<file path="config.mk">
export PLATFORM = sky130hd
export DESIGN_NAME = icr_handler
export DESIGN_NICKNAME = d
export VERILOG_FILES = /design/src/hw/icr_pkg.sv /design/src/hw/icr_handler.sv
export SDC_FILE = /design/constraint.sdc
export NUM_CORES = 1
export LEC_CHECK = 0
export ABC_AREA = 1
export ABC_CLOCK_PERIOD_IN_PS = 4180
export BUFFER_PORTS_ARGS = -buffer_cell sky130_fd_sc_hd__buf_2
export CELL_PAD_IN_SITES_DETAIL_PLACEMENT = 0
export CELL_PAD_IN_SITES_GLOBAL_PLACEMENT = 2
export CORE_ASPECT_RATIO = 0.7
export CORE_UTILIZATION = 30
export CTS_CLUSTER_SIZE = 40
export DETAILED_ROUTE_END_ITERATION = 16
export GPL_TIMING_DRIVEN = 0
export HOLD_SLACK_MARGIN = 0.03
export PLACE_DENSITY = 0.73
export SKIP_CTS_REPAIR_TIMING = 1
export SYNTH_ARGS = -nofsm -noshare
export SYNTH_HDL_FRONTEND = slang
export SYNTH_SLANG_ARGS = --single-unit
</file>
<file path="constraint.sdc">
create_clock -name clk_sys -period 4.18 [get_ports clk_sys]
set_clock_uncertainty 0.2 [all_clocks]
set_input_delay 0.209 -clock clk_sys [delete_from_list [all_inputs] [get_ports clk_sys]]
set_output_delay 0.209 -clock clk_sys [all_outputs]
set_load 0.01 [all_outputs]
</file>
<file path="src/hw/icr_pkg.sv">
// Purpose: Shared constants and carrier types of the interrupt handler.
// Assumes: Byte-wide register port; 22 sources numbered in fixed priority order.
// Notes:   Source index n vectors to VEC_BASE + n * VEC_STEP.
package icr_pkg;
    localparam int         NUM_SRC       = 22;
    localparam int         IDX_W         = 5;
    // Source positions in the fixed priority order.
    localparam int         SRC_EXT0      = 0;
    localparam int         SRC_EXT1      = 2;
    localparam int         SRC_SOFT0     = 16;
    localparam int         NUM_SOFT      = 4;
    // Register offsets.
    localparam logic [7:0] ADDR_TMR_CTRL = 8'h88;
    localparam logic [7:0] ADDR_IRQ_EN   = 8'ha8;
    localparam logic [7:0] ADDR_SOFT_IRQ = 8'had;
    localparam logic [7:0] ADDR_PRIO     = 8'hb8;
    localparam logic [7:0] ADDR_EN_X1    = 8'he6;
    localparam logic [7:0] ADDR_EN_X2    = 8'he7;
    localparam logic [7:0] ADDR_PRIO_X1  = 8'hf6;
    localparam logic [7:0] ADDR_PRIO_X2  = 8'hf7;
    localparam logic [7:0] ADDR_PEND0    = 8'h40;
    localparam logic [7:0] ADDR_PEND1    = 8'h41;
    localparam logic [7:0] ADDR_PEND2    = 8'h42;
    localparam logic [7:0] ADDR_ISR      = 8'h43;
    // Field positions.
    localparam int         GLOBAL_EN_BIT = 7;
    localparam int         EXT0_TYPE_BIT = 0;
    localparam int         EXT0_FLAG_BIT = 1;
    localparam int         EXT1_TYPE_BIT = 2;
    localparam int         EXT1_FLAG_BIT = 3;
    localparam int         SOFT_LSB      = 4;
    // Reset values.
    localparam logic [7:0] RST_BYTE      = 8'h00;
    localparam logic [21:0] RST_PEND     = 22'h000000;
    // Vector layout.
    localparam logic [15:0] VEC_BASE     = 16'h0003;
    localparam logic [15:0] VEC_STEP     = 16'h0008;
    // Timing: one cycle to detect, four for the long call done by the core.
    localparam int         DETECT_CYCLES = 1;
    localparam int         CALL_CYCLES   = 4;
    localparam int         MIN_RESPONSE  = DETECT_CYCLES + CALL_CYCLES;

    typedef struct packed {
        logic [7:0] addr;
        logic [7:0] wdata;
        logic       wr;
        logic       rd;
    } icr_bus_type;

    typedef struct packed {
        logic        req;
        logic        high;
        logic [15:0] vector;
    } icr_call_type;

    typedef struct packed {
        logic ack;
        logic return_from_irq_insn;
    } icr_core_type;
endpackage : icr_pkg

</file>
<file path="src/hw/icr_handler.sv">
// Purpose: Two-level interrupt handler for a small 8-bit core.
// Assumes: Core pulses ack when it starts the long call to the offered
//          vector, and pulses return_from_irq_insn when a return-from-interrupt completes.
// Notes:   Register reads answer one cycle after the read strobe.
`timescale 1ns/100ps
`default_nettype none
module icr_handler
    import icr_pkg::*;
(
    // Clock and reset.
    input  wire logic               clk_sys,
    input  wire logic               sys_rst,
    // Register port.
    input  wire icr_bus_type        bus_in,
    output var  logic [7:0]         rdata_reg,
    // Peripheral event pulses, one per source index.
    input  wire logic [NUM_SRC-1:0] periph_evt,
    // External interrupt pins, active low.
    input  wire logic               ext_irq_in_0_n,
    input  wire logic               ext_irq_in_1_n,
    // Core side.
    input  wire icr_core_type       core_in,
    output var  icr_call_type       call_reg
);
    // Peripheral events only drive the sources that have no own set path.
    localparam logic [NUM_SRC-1:0] HW_MASK = 22'h30fffa;

    logic [7:0]         irq_enable_reg;
    logic [7:0]         ext_enable_reg_1;
    logic [7:0]         extended_irq_enable_reg_2;
    logic [7:0]         prio_reg;
    logic [7:0]         ext_prio_reg_1;
    logic [7:0]         ext_prio_reg_2;
    logic               ext0_type_select;
    logic               ext1_type_select;
    logic [NUM_SRC-1:0] pend_reg;
    logic [NUM_SRC-1:0] pend_next;
    logic [1:0]         sync1_reg;
    logic [1:0]         sync2_reg;
    logic [1:0]         sync3_reg;
    logic [1:0]         ext_fall;
    logic               isr_hi_reg;
    logic               isr_lo_reg;
    logic [IDX_W-1:0]   sel_reg;
    logic               global_irq_enable;
    logic [NUM_SRC-1:0] en_vec;
    logic [NUM_SRC-1:0] hi_vec;
    logic [NUM_SRC-1:0] elig;
    logic [NUM_SRC-1:0] sw_we;
    logic [NUM_SRC-1:0] sw_wv;
    logic [NUM_SRC-1:0] auto_clr;
    logic               pick_any;
    logic               pick_hi;
    logic [IDX_W-1:0]   pick_idx;
    logic [7:0]         rd_mux;

    assign global_irq_enable = irq_enable_reg[GLOBAL_EN_BIT];
    assign en_vec = {extended_irq_enable_reg_2, ext_enable_reg_1, irq_enable_reg[5:0]};
    assign hi_vec = {ext_prio_reg_2, ext_prio_reg_1, prio_reg[5:0]};

    // Enable and priority registers.
    always_ff @(posedge clk_sys or posedge sys_rst) begin
        if (sys_rst) begin
            irq_enable_reg            <= RST_BYTE;
            ext_enable_reg_1          <= RST_BYTE;
            extended_irq_enable_reg_2 <= RST_BYTE;
            prio_reg                  <= RST_BYTE;
            ext_prio_reg_1            <= RST_BYTE;
            ext_prio_reg_2            <= RST_BYTE;
            ext0_type_select          <= 1'b0;
            ext1_type_select          <= 1'b0;
        end else if (bus_in.wr) begin
            unique case (bus_in.addr)
                ADDR_IRQ_EN:   irq_enable_reg <= {bus_in.wdata[7], 1'b0, bus_in.wdata[5:0]};
                ADDR_EN_X1:    ext_enable_reg_1 <= bus_in.wdata;
                ADDR_EN_X2:    extended_irq_enable_reg_2 <= bus_in.wdata;
                ADDR_PRIO:     prio_reg <= {2'b00, bus_in.wdata[5:0]};
                ADDR_PRIO_X1:  ext_prio_reg_1 <= bus_in.wdata;
                ADDR_PRIO_X2:  ext_prio_reg_2 <= bus_in.wdata;
                ADDR_TMR_CTRL: begin
                    ext0_type_select <= bus_in.wdata[EXT0_TYPE_BIT];
                    ext1_type_select <= bus_in.wdata[EXT1_TYPE_BIT];
                end
                default: ;
            endcase
        end
    end

    // Pins pass two flops; the third stage only serves the edge detector.
    always_ff @(posedge clk_sys or posedge sys_rst) begin
        if (sys_rst) begin
            sync1_reg <= 2'b11;
            sync2_reg <= 2'b11;
            sync3_reg <= 2'b11;
        end else begin
            sync1_reg <= {ext_irq_in_1_n, ext_irq_in_0_n};
            sync2_reg <= sync1_reg;
            sync3_reg <= sync2_reg;
        end
    end

    assign ext_fall = sync3_reg & ~sync2_reg;

    // Software write decode onto per-source write enable and value.
    always_comb begin
        sw_we = '0;
        sw_wv = '0;
        if (bus_in.wr) begin
            unique case (bus_in.addr)
                ADDR_PEND0: begin
                    sw_we[7:0] = 8'hff;
                    sw_wv[7:0] = bus_in.wdata;
                end
                ADDR_PEND1: begin
                    sw_we[15:8] = 8'hff;
                    sw_wv[15:8] = bus_in.wdata;
                end
                ADDR_PEND2: begin
                    sw_we[21:16] = 6'h3f;
                    sw_wv[21:16] = bus_in.wdata[5:0];
                end
                ADDR_TMR_CTRL: begin
                    sw_we[SRC_EXT0] = 1'b1;
                    sw_wv[SRC_EXT0] = bus_in.wdata[EXT0_FLAG_BIT];
                    sw_we[SRC_EXT1] = 1'b1;
                    sw_wv[SRC_EXT1] = bus_in.wdata[EXT1_FLAG_BIT];
                end
                ADDR_SOFT_IRQ: begin
                    sw_we[SRC_SOFT0 +: NUM_SOFT] = 4'hf;
                    sw_wv[SRC_SOFT0 +: NUM_SOFT] = bus_in.wdata[SOFT_LSB +: NUM_SOFT];
                end
                default: ;
            endcase
        end
    end

    // Only edge-mode external flags clear on vectoring; level-mode ones follow the pin, the rest wait for software.
    always_comb begin
        auto_clr = '0;
        if (core_in.ack) begin
            auto_clr[SRC_EXT0] = ext0_type_select && (sel_reg == IDX_W'(SRC_EXT0));
            auto_clr[SRC_EXT1] = ext1_type_select && (sel_reg == IDX_W'(SRC_EXT1));
        end
    end

    // Per-source pending flag; a set in the same cycle as a clear wins.
    generate
        for (genvar i = 0; i < NUM_SRC; i++) begin : g_pend
            logic hw_set;
            if (i == SRC_EXT0) begin : g_e0
                assign hw_set = ext_fall[0];
                always_comb begin
                    if (!ext0_type_select) begin
                        pend_next[i] = ~sync2_reg[0];
                    end else if (hw_set || (sw_we[i] && sw_wv[i])) begin
                        pend_next[i] = 1'b1;
                    end else if (auto_clr[i] || sw_we[i]) begin
                        pend_next[i] = 1'b0;
                    end else begin
                        pend_next[i] = pend_reg[i];
                    end
                end
            end else if (i == SRC_EXT1) begin : g_e1
                assign hw_set = ext_fall[1];
                always_comb begin
                    if (!ext1_type_select) begin
                        pend_next[i] = ~sync2_reg[1];
                    end else if (hw_set || (sw_we[i] && sw_wv[i])) begin
                        pend_next[i] = 1'b1;
                    end else if (auto_clr[i] || sw_we[i]) begin
                        pend_next[i] = 1'b0;
                    end else begin
                        pend_next[i] = pend_reg[i];
                    end
                end
            end else begin : g_gen
                assign hw_set = periph_evt[i] & HW_MASK[i];
                always_comb begin
                    if (hw_set || (sw_we[i] && sw_wv[i])) begin
                        pend_next[i] = 1'b1;
                    end else if (sw_we[i]) begin
                        pend_next[i] = 1'b0;
                    end else begin
                        pend_next[i] = pend_reg[i];
                    end
                end
            end
        end
    endgenerate

    always_ff @(posedge clk_sys or posedge sys_rst) begin
        if (sys_rst) begin
            pend_reg <= RST_PEND;
        end else begin
            pend_reg <= pend_next;
        end
    end

    // A source can ask only while enabled, globally enabled, and above the running level.
    always_comb begin
        for (int k = 0; k < NUM_SRC; k++) begin
            elig[k] = pend_reg[k] && en_vec[k] && global_irq_enable
                      && !isr_hi_reg && (!isr_lo_reg || hi_vec[k]);
        end
    end

    // Highest level first, then lowest index.
    always_comb begin
        pick_any = 1'b0;
        pick_hi  = 1'b0;
        pick_idx = '0;
        for (int k = NUM_SRC - 1; k >= 0; k--) begin
            if (elig[k] && !hi_vec[k] && !pick_hi) begin
                pick_any = 1'b1;
                pick_idx = IDX_W'(k);
            end
        end
        for (int k = NUM_SRC - 1; k >= 0; k--) begin
            if (elig[k] && hi_vec[k]) begin
                pick_any = 1'b1;
                pick_hi  = 1'b1;
                pick_idx = IDX_W'(k);
            end
        end
    end

    // Decoded every cycle; the ack cycle is masked so a taken request is not offered twice.
    always_ff @(posedge clk_sys or posedge sys_rst) begin
        if (sys_rst) begin
            call_reg <= '0;
            sel_reg  <= '0;
        end else begin
            call_reg.req    <= pick_any && !core_in.ack;
            call_reg.high   <= pick_hi;
            call_reg.vector <= VEC_BASE + 16'(pick_idx) * VEC_STEP;
            sel_reg         <= pick_idx;
        end
    end

    // In-service levels; a return ends the highest level in service.
    always_ff @(posedge clk_sys or posedge sys_rst) begin
        if (sys_rst) begin
            isr_hi_reg <= 1'b0;
            isr_lo_reg <= 1'b0;
        end else if (core_in.ack && call_reg.req) begin
            if (call_reg.high) begin
                isr_hi_reg <= 1'b1;
            end else begin
                isr_lo_reg <= 1'b1;
            end
        end else if (core_in.return_from_irq_insn) begin
            if (isr_hi_reg) begin
                isr_hi_reg <= 1'b0;
            end else begin
                isr_lo_reg <= 1'b0;
            end
        end
    end

    // Read path.
    always_comb begin
        unique case (bus_in.addr)
            ADDR_IRQ_EN:   rd_mux = irq_enable_reg;
            ADDR_EN_X1:    rd_mux = ext_enable_reg_1;
            ADDR_EN_X2:    rd_mux = extended_irq_enable_reg_2;
            ADDR_PRIO:     rd_mux = prio_reg;
            ADDR_PRIO_X1:  rd_mux = ext_prio_reg_1;
            ADDR_PRIO_X2:  rd_mux = ext_prio_reg_2;
            ADDR_TMR_CTRL: rd_mux = {4'h0, pend_reg[SRC_EXT1], ext1_type_select,
                                     pend_reg[SRC_EXT0], ext0_type_select};
            ADDR_SOFT_IRQ: rd_mux = {pend_reg[SRC_SOFT0 +: NUM_SOFT], 4'h0};
            ADDR_PEND0:    rd_mux = pend_reg[7:0];
            ADDR_PEND1:    rd_mux = pend_reg[15:8];
            ADDR_PEND2:    rd_mux = {2'b00, pend_reg[21:16]};
            ADDR_ISR:      rd_mux = {6'h00, isr_hi_reg, isr_lo_reg};
            default:       rd_mux = 8'h00;
        endcase
    end

    always_ff @(posedge clk_sys or posedge sys_rst) begin
        if (sys_rst) begin
            rdata_reg <= RST_BYTE;
        end else if (bus_in.rd) begin
            rdata_reg <= rd_mux;
        end else begin
            rdata_reg <= RST_BYTE;
        end
    end

    // Checks.
    AST_GLOBAL_OFF: assert property (@(posedge clk_sys) disable iff (sys_rst)
        !global_irq_enable |=> !call_reg.req) else $error("request while globally disabled");

    AST_MASKED: assert property (@(posedge clk_sys) disable iff (sys_rst)
        ((pend_reg & en_vec) == '0) |=> !call_reg.req) else $error("request from disabled source");

    AST_RAISE: assert property (@(posedge clk_sys) disable iff (sys_rst)
        (|elig && !core_in.ack) |=> call_reg.req) else $error("eligible source not requested");

    AST_HW_SET: assert property (@(posedge clk_sys) disable iff (sys_rst)
        |(periph_evt & HW_MASK) |=> ((($past(periph_evt) & HW_MASK) & ~pend_reg) == '0))
        else $error("peripheral event lost");

    AST_SOFT_HOLD: assert property (@(posedge clk_sys) disable iff (sys_rst)
        (pend_reg[SRC_SOFT0] && !(bus_in.wr && (bus_in.addr == ADDR_SOFT_IRQ || bus_in.addr == ADDR_PEND2)))
        |=> pend_reg[SRC_SOFT0]) else $error("software flag cleared by hardware");

    AST_LEVEL: assert property (@(posedge clk_sys) disable iff (sys_rst)
        !ext0_type_select |=> pend_reg[SRC_EXT0] == !$past(sync2_reg[0]))
        else $error("level flag does not follow pin");

    AST_EDGE_CLR: assert property (@(posedge clk_sys) disable iff (sys_rst)
        (auto_clr[SRC_EXT0] && !ext_fall[0] && !bus_in.wr) |=> !pend_reg[SRC_EXT0])
        else $error("edge flag not cleared on vectoring");

    AST_NO_PREEMPT_HI: assert property (@(posedge clk_sys) disable iff (sys_rst)
        isr_hi_reg |-> !call_reg.req ##1 !call_reg.req) else $error("high routine preempted");

    AST_SW_SET: assert property (@(posedge clk_sys) disable iff (sys_rst)
        (bus_in.wr && bus_in.addr == ADDR_PEND1 && bus_in.wdata[0]) |=> pend_reg[8])
        else $error("software set not taken");

    AST_HI_FIRST: assert property (@(posedge clk_sys) disable iff (sys_rst)
        (|(elig & hi_vec) && !core_in.ack) |=> call_reg.high) else $error("low chosen over high");
endmodule : icr_handler
`default_nettype wire

</file>
==> results of run 1 <==
-- path summary, 6_finish.rpt --
check | slack, ns | from | end
setup / recovery | 0.42 | irq_enable_reg[7] | sel_reg[0]
hold / removal | 0.05 | bus_in[1] | pend_reg[16]
setup reg to reg | 0.42 | irq_enable_reg[7] | sel_reg[0]
hold reg to reg | 0.16 | sync1_reg[0] | sync2_reg[0]
max in group asynchronous | 2.79 | sys_rst | sync3_reg[0]
min in group asynchronous | 0.25 | sys_rst | extended_irq_enable_reg_2[7]
-- cells in the mapped netlist (all sizes together), types with 2 or more instances --
cell type  instances  area (sq um)
a2111oi            6          60.1
a21oi             42           214
a221oi             6          52.6
a31oi              5          31.3
a41oi              2          17.5
buf               14           100
clkbuf             9          43.8
conb               2          7.51
dfrtp             87          2180
dfstp              6           158
inv               87           327
nand2            193           729
nand3             20           100
nand4             15           109
nor2              51           196
nor3              10          50.1
nor4               5          31.3
o21a               9          67.6
o21ai             70           350
o21bai             2          15.0
o221ai             3          26.3
o22ai             21           131
o32ai              2          17.5
-- logic make-up (layout without fill, tap and decap cells) --
family	Yosys count	in the layout	synth area share
buf+inv	111	218	0.0941
other cells	2	10	0.00149
simple gates	294	294	0.241
flops	93	93	0.463
compound gates	171	171	0.200
-- tightest hold or removal path, stage by stage --
cell and delay, ns:
buf_2 0.18, nand2_1 0.09, o21ai_0 0.07
-- metrics by stage --
| stage | setup WS, ns | utilization | total power [W] | area [sq um] |
|---|---|---|---|---|
| after floorplan | 1.27 | - | 0.00120 | 5070 |
| after global placement | 0.0173 | 0.344 | 0.00133 | 5630 |
| after detailed placement | 0.447 | 0.346 | 0.00134 | 5660 |
| after CTS | 0.437 | 0.365 | 0.00224 | 5970 |
| after global routing | 0.00499 | 0.387 | 0.00234 | 6320 |
| final | 0.420 | 0.387 | 0.00225 | 6320 |
-- report_power, final --
group,switching [W],total [W],internal (W)
clock network,0.000375,0.000898,0.000524
logic,0.000220,0.000338,0.000118
registers,0.0000478,0.00101,0.000964
total,0.000642,0.00225,0.00161
-- final cells by class --
class	instances	share of cell area
clock buffers	10	0.0362
well taps	225	0.0445
inverters	88	0.0526
clock inverters	6	0.0138
repair buffers	91	0.103
plain buffers	23	0.0227
flip-flops and latches	93	0.369
multi-input cells	475	0.358
-- metal layers --
layer,GRT usage,up-vias,routed length [um]
met5,0,-,0
li1,-,2440,-
met2,0.335,202,8220
met4,0.0673,0,357
met3,0.0585,20,1440
met1,0.354,2460,9820
==> flow_metrics.tcl, run 1 <==
set metrics [dict create \
    status "finished, final reports clean" \
    path_depth 44 \
    cts.sinks 93 \
    critical_path_peak_fanout 10 \
    avgViaCountPerCell 5.07 \
    first_iter_violations 472 \
    num_rows 39 \
    finalHoldViolations 0 \
    cpMostUsedCell "nand2_1" \
    cts-buffers-inserted 9 \
    critical_path_class "reg2reg" \
    yosys_warnings 0 \
    synth.distinct_cells 38 \
    cp.required_ns 4.22 \
    fin_nets 827 \
    hold_ws_ns 0.0495 \
    min_path_cells 3 \
    synth_seq_cells 93 \
    rsz0062_at_grt "no" \
    multi_input_area_sq_um 2260 \
    wirelength_um 19800 \
    clkLatencyLatePin_ns 0.36 \
    globalplace.congestion 0.895 \
    antenna_found_initial 0 \
    drive_gt1_frac 0.130 \
    cts_tree "done" \
    tightest_slew_ns 0.759 \
    drc 0 \
    mostFrequentLayoutCell "nand2_1" \
    ctsHtreeMaxLevel 3 \
    syn-cell-area_sq_um 5040 \
    start_util 0.308 \
    final_cells 1011 \
    grt.overflow.total 0 \
    syn_to_final_growth_pct 25.5 \
    largest_register_ffs 22 \
    dp_cells 960 \
    power_leakage_nw 3.13 \
    grt_pass1_vias 4903 \
    critPathArrivalTime_ns 3.80 \
    grt_usage 0.237 \
    timing.fmax_mhz 266 \
    wl_per_cell_um 19.6 \
    n_fill_cell 1704 \
    num_vias 5122 \
    synth_enable_flop_cells 0 \
    relSlewSlack 0.489 \
    final_cell_mix "nand2_1, dfrtp_1, inv_1" \
    maxSlewViolCount 0 \
    first_pass_iters 5 \
    period_needed_ns 3.76 \
    clkTransAtPathRegs_ns 0.07 \
    port-buffer-count 55 \
    grt_pass1_wl_um 29700 \
    p_per_area_nw_per_um2 355 \
    die_area_sq_um 17300 \
    period_share 0.900 \
    cp_num_buf_inv 2 \
    regArea_sq_um 2330 \
    fin_tns_setup_ns 0 \
    worstSetupEndpointType "flip-flop" \
    crit_family "simple AND/OR/NAND/NOR gates" \
    maxCapViolations 0 \
    io_pins 72 \
    grt_max_degree 58 \
    setup_viol 0 \
    hold_class "in2reg" \
    netlist_instances 671 \
    vdd_drop_max_v 0.000173 \
    root_buffer "clkbuf_16" \
    reg2reg_depth 44 \
    critical_path.max_stage_delay_ns 0.53 \
    die_h_um 110 \
    cts_max_path_buffers 2 \
    diodes 0 \
    syn_area_per_cell_sq_um 7.51 \
    cp_slowest_cell "dfrtp_1" \
    yosysSeqAreaShare 0.463 \
    synthArstFlopShare 1.00 \
    hpwl_um 15300 \
    coreArea_sq_um 16300 \
    die_w_um 157 \
    ant_nets 0 \
    cp-start-kind "flip-flop" \
    synth_ff_type "dfrtp_1" \
]
No activity file was read; power rests on OpenSTA's default activity.
==> run 2: changes to the inputs <==
--- a/config.mk
+++ b/config.mk
@@ -6,7 +6,7 @@
 export NUM_CORES = 1
 export LEC_CHECK = 0
 export ABC_AREA = 1
-export ABC_CLOCK_PERIOD_IN_PS = 4180
+export ABC_CLOCK_PERIOD_IN_PS = 4850
 export BUFFER_PORTS_ARGS = -buffer_cell sky130_fd_sc_hd__buf_2
 export CELL_PAD_IN_SITES_DETAIL_PLACEMENT = 0
 export CELL_PAD_IN_SITES_GLOBAL_PLACEMENT = 2
==> constraint.sdc (replaced) <==
create_clock -name clk_sys -period 4.85 [get_ports clk_sys]
set_clock_uncertainty 0.2 [all_clocks]
set_input_delay 0.2425 -clock clk_sys [delete_from_list [all_inputs] [get_ports clk_sys]]
set_output_delay 0.2425 -clock clk_sys [all_outputs]
set_load 0.01 [all_outputs]
==> run 2 against run 1 <==
Count of clock-buffer cells in the layout unchanged. Cell count down 1.2%. Critical path depth unchanged. Global-route usage unchanged. Setup slack better by 0.65 ns. Hold slack worse by 0.022 ns. Die area unchanged. Sequential share of layout area up 0.71 points. Non-clock buffer count down 12. Largest power group unchanged. Highest routed layer unchanged.
==> flow_metrics.tcl, run 2 (synthesis gave the netlist of run 1 again) <==
set metrics [dict create \
    r2r_start "irq_enable_reg[7]" \
    p_int_w 0.00138 \
    grt_max_degree 58 \
    wl_per_cell_um 19.7 \
    p_per_area_nw_per_um2 311 \
    syn_to_final_growth_pct 23.1 \
    clkTransAtPathRegs_ns 0.07 \
    cts_tree "done" \
    coreArea_sq_um 16300 \
    die_w_um 157 \
    worst_slack_ns 1.07 \
    switchingPower_w 0.000551 \
    vdd_drop_max_v 0.000149 \
    swShare 0.286 \
    status "finished, final reports clean" \
    cp-start-kind "flip-flop" \
    num_rows 39 \
    dpl_worst_slack_ns 1.12 \
    die_area_sq_um 17300 \
    largest_register_ffs 22 \
    critical_path_class "reg2reg" \
    drc 0 \
    ant_nets 0 \
    final_cells 999 \
    cts.sinks 93 \
    antenna_found_initial 0 \
    first_pass_iters 5 \
    relSlewSlack 0.447 \
    io_pins 72 \
    power_leakage_nw 3.08 \
    crit_start "irq_enable_reg[7]" \
    grt_usage 0.237 \
    maxCapViolations 0 \
    period_needed_ns 3.78 \
    grt_pass1_wl_um 29700 \
    p_total_w 0.00193 \
    diodes 0 \
    wirelength_um 19700 \
    tightest_slew_ns 0.826 \
    globalplace.congestion 0.895 \
    design_area_sq_um 6200 \
    critical_path_peak_fanout 10 \
    setup_viol 0 \
    cpMostUsedCell "nand2_1" \
    clkLatencyLatePin_ns 0.35 \
    fin_tns_setup_ns 0 \
    hold_class "in2reg" \
    ctsHtreeMaxLevel 3 \
    dp_cells 960 \
    cp_slowest_cell "dfrtp_1" \
    cts-buffers-inserted 9 \
    grt.overflow.total 0 \
    reg2reg_depth 44 \
    start_util 0.308 \
    cts_max_path_buffers 2 \
    drive_gt1_frac 0.132 \
    worstSetupEndpointType "flip-flop" \
    period_share 0.779 \
    root_buffer "clkbuf_16" \
    maxSlewViolCount 0 \
    pwr-share-clk 0.401 \
    avgViaCountPerCell 5.09 \
    crit_end "sel_reg[0]" \
    first_iter_violations 382 \
    timing.fmax_mhz 265 \
    rsz0062_at_grt "no" \
    power_frac_seq 0.452 \
    place_area_sq_um 5660 \
    num_vias 5089 \
    final_cell_mix "nand2_1, dfrtp_1, inv_1" \
    critical_path.max_stage_delay_ns 0.54 \
    grt_pass1_vias 4903 \
    reg2reg_setup_slack_ns 1.07 \
    hpwl_um 15300 \
    port-buffer-count 55 \
    die_h_um 110 \
    mostFrequentLayoutCell "nand2_1" \
    comb_power_share 0.147 \
    finalHoldViolations 0 \
    fin_nets 815 \
    r2r_end "sel_reg[0]" \
    critPathArrivalTime_ns 3.82 \
    cp.required_ns 4.89 \
]
[run 2: cell count changes in the layout (fill, tap and decap cells not counted), sizes merged]
cell / delta
dlygate4sd3: -12
[run 2: worst max-delay path, delay by kind of cell, from the launching register on]
| kind | cells | cell delay, ns |
|---|---|---|
| DFF | 1 | 0.54 |
| AOI/OAI and AO/OA | 1 | 0.05 |
| buffers and inverters | 2 | 0.30 |
| and+or+nand+nor | 41 | 2.57 |
[run 2: power by group through the flow]
stage | combinational (W) | sequential (W) | clock [W]
final | 0.000284 | 0.000873 | 0.000773
after global routing | 0.000315 | 0.000879 | 0.000819
after CTS | 0.000268 | 0.000872 | 0.000789
after detailed placement | 0.000267 | 0.000886 | 0
after global placement | 0.000264 | 0.000884 | 0
after floorplan | 0.000151 | 0.000879 | 0
[run 2: how the worst min path moves through the flow]
stage	start	to	slack, ns	cells past startpoint
2_1_floorplan	ext_irq_in_0_n	sync1_reg[0]	0.05	0
3_3_place_gp	sync1_reg[0]	sync2_reg[0]	0.15	0
3_5_place_dp	sys_rst	extended_irq_enable_reg_2[7]	0.13	2
4_1_cts	sys_rst	extended_irq_enable_reg_2[7]	-0.25	2
5_1_grt	bus_in[3]	ext_prio_reg_2[1]	0.04	3
6_report	bus_in[3]	ext_prio_reg_2[1]	0.03	3
[run 2: area by class of cell]
cell class	count	area, sq um
clock buffer	10	229
multi-input combinational	475	2260
clock inverter	6	87.6
timing repair buffer	79	533
sequential	93	2330
inverter	88	333
tap	225	282
buffer	23	144
fill	1716	10100
[run 2: stage by stage]
stage | hold WS, ns | utilization
after floorplan | 0.0470 | -
after global placement | 0.148 | 0.344
after detailed placement | 0.130 | 0.346
after CTS | -0.252 | 0.365
after global routing | 0.0364 | 0.380
final | 0.0275 | 0.380
[run 2: metal layers]
metal | track usage | routed length (um) | vias to the layer above
met4 | 0.0673 | 427 | 0
met2 | 0.335 | 8070 | 178
met3 | 0.0585 | 1270 | 29
met5 | 0 | 0 | -
li1 | - | - | 2419
met1 | 0.354 | 9890 | 2463
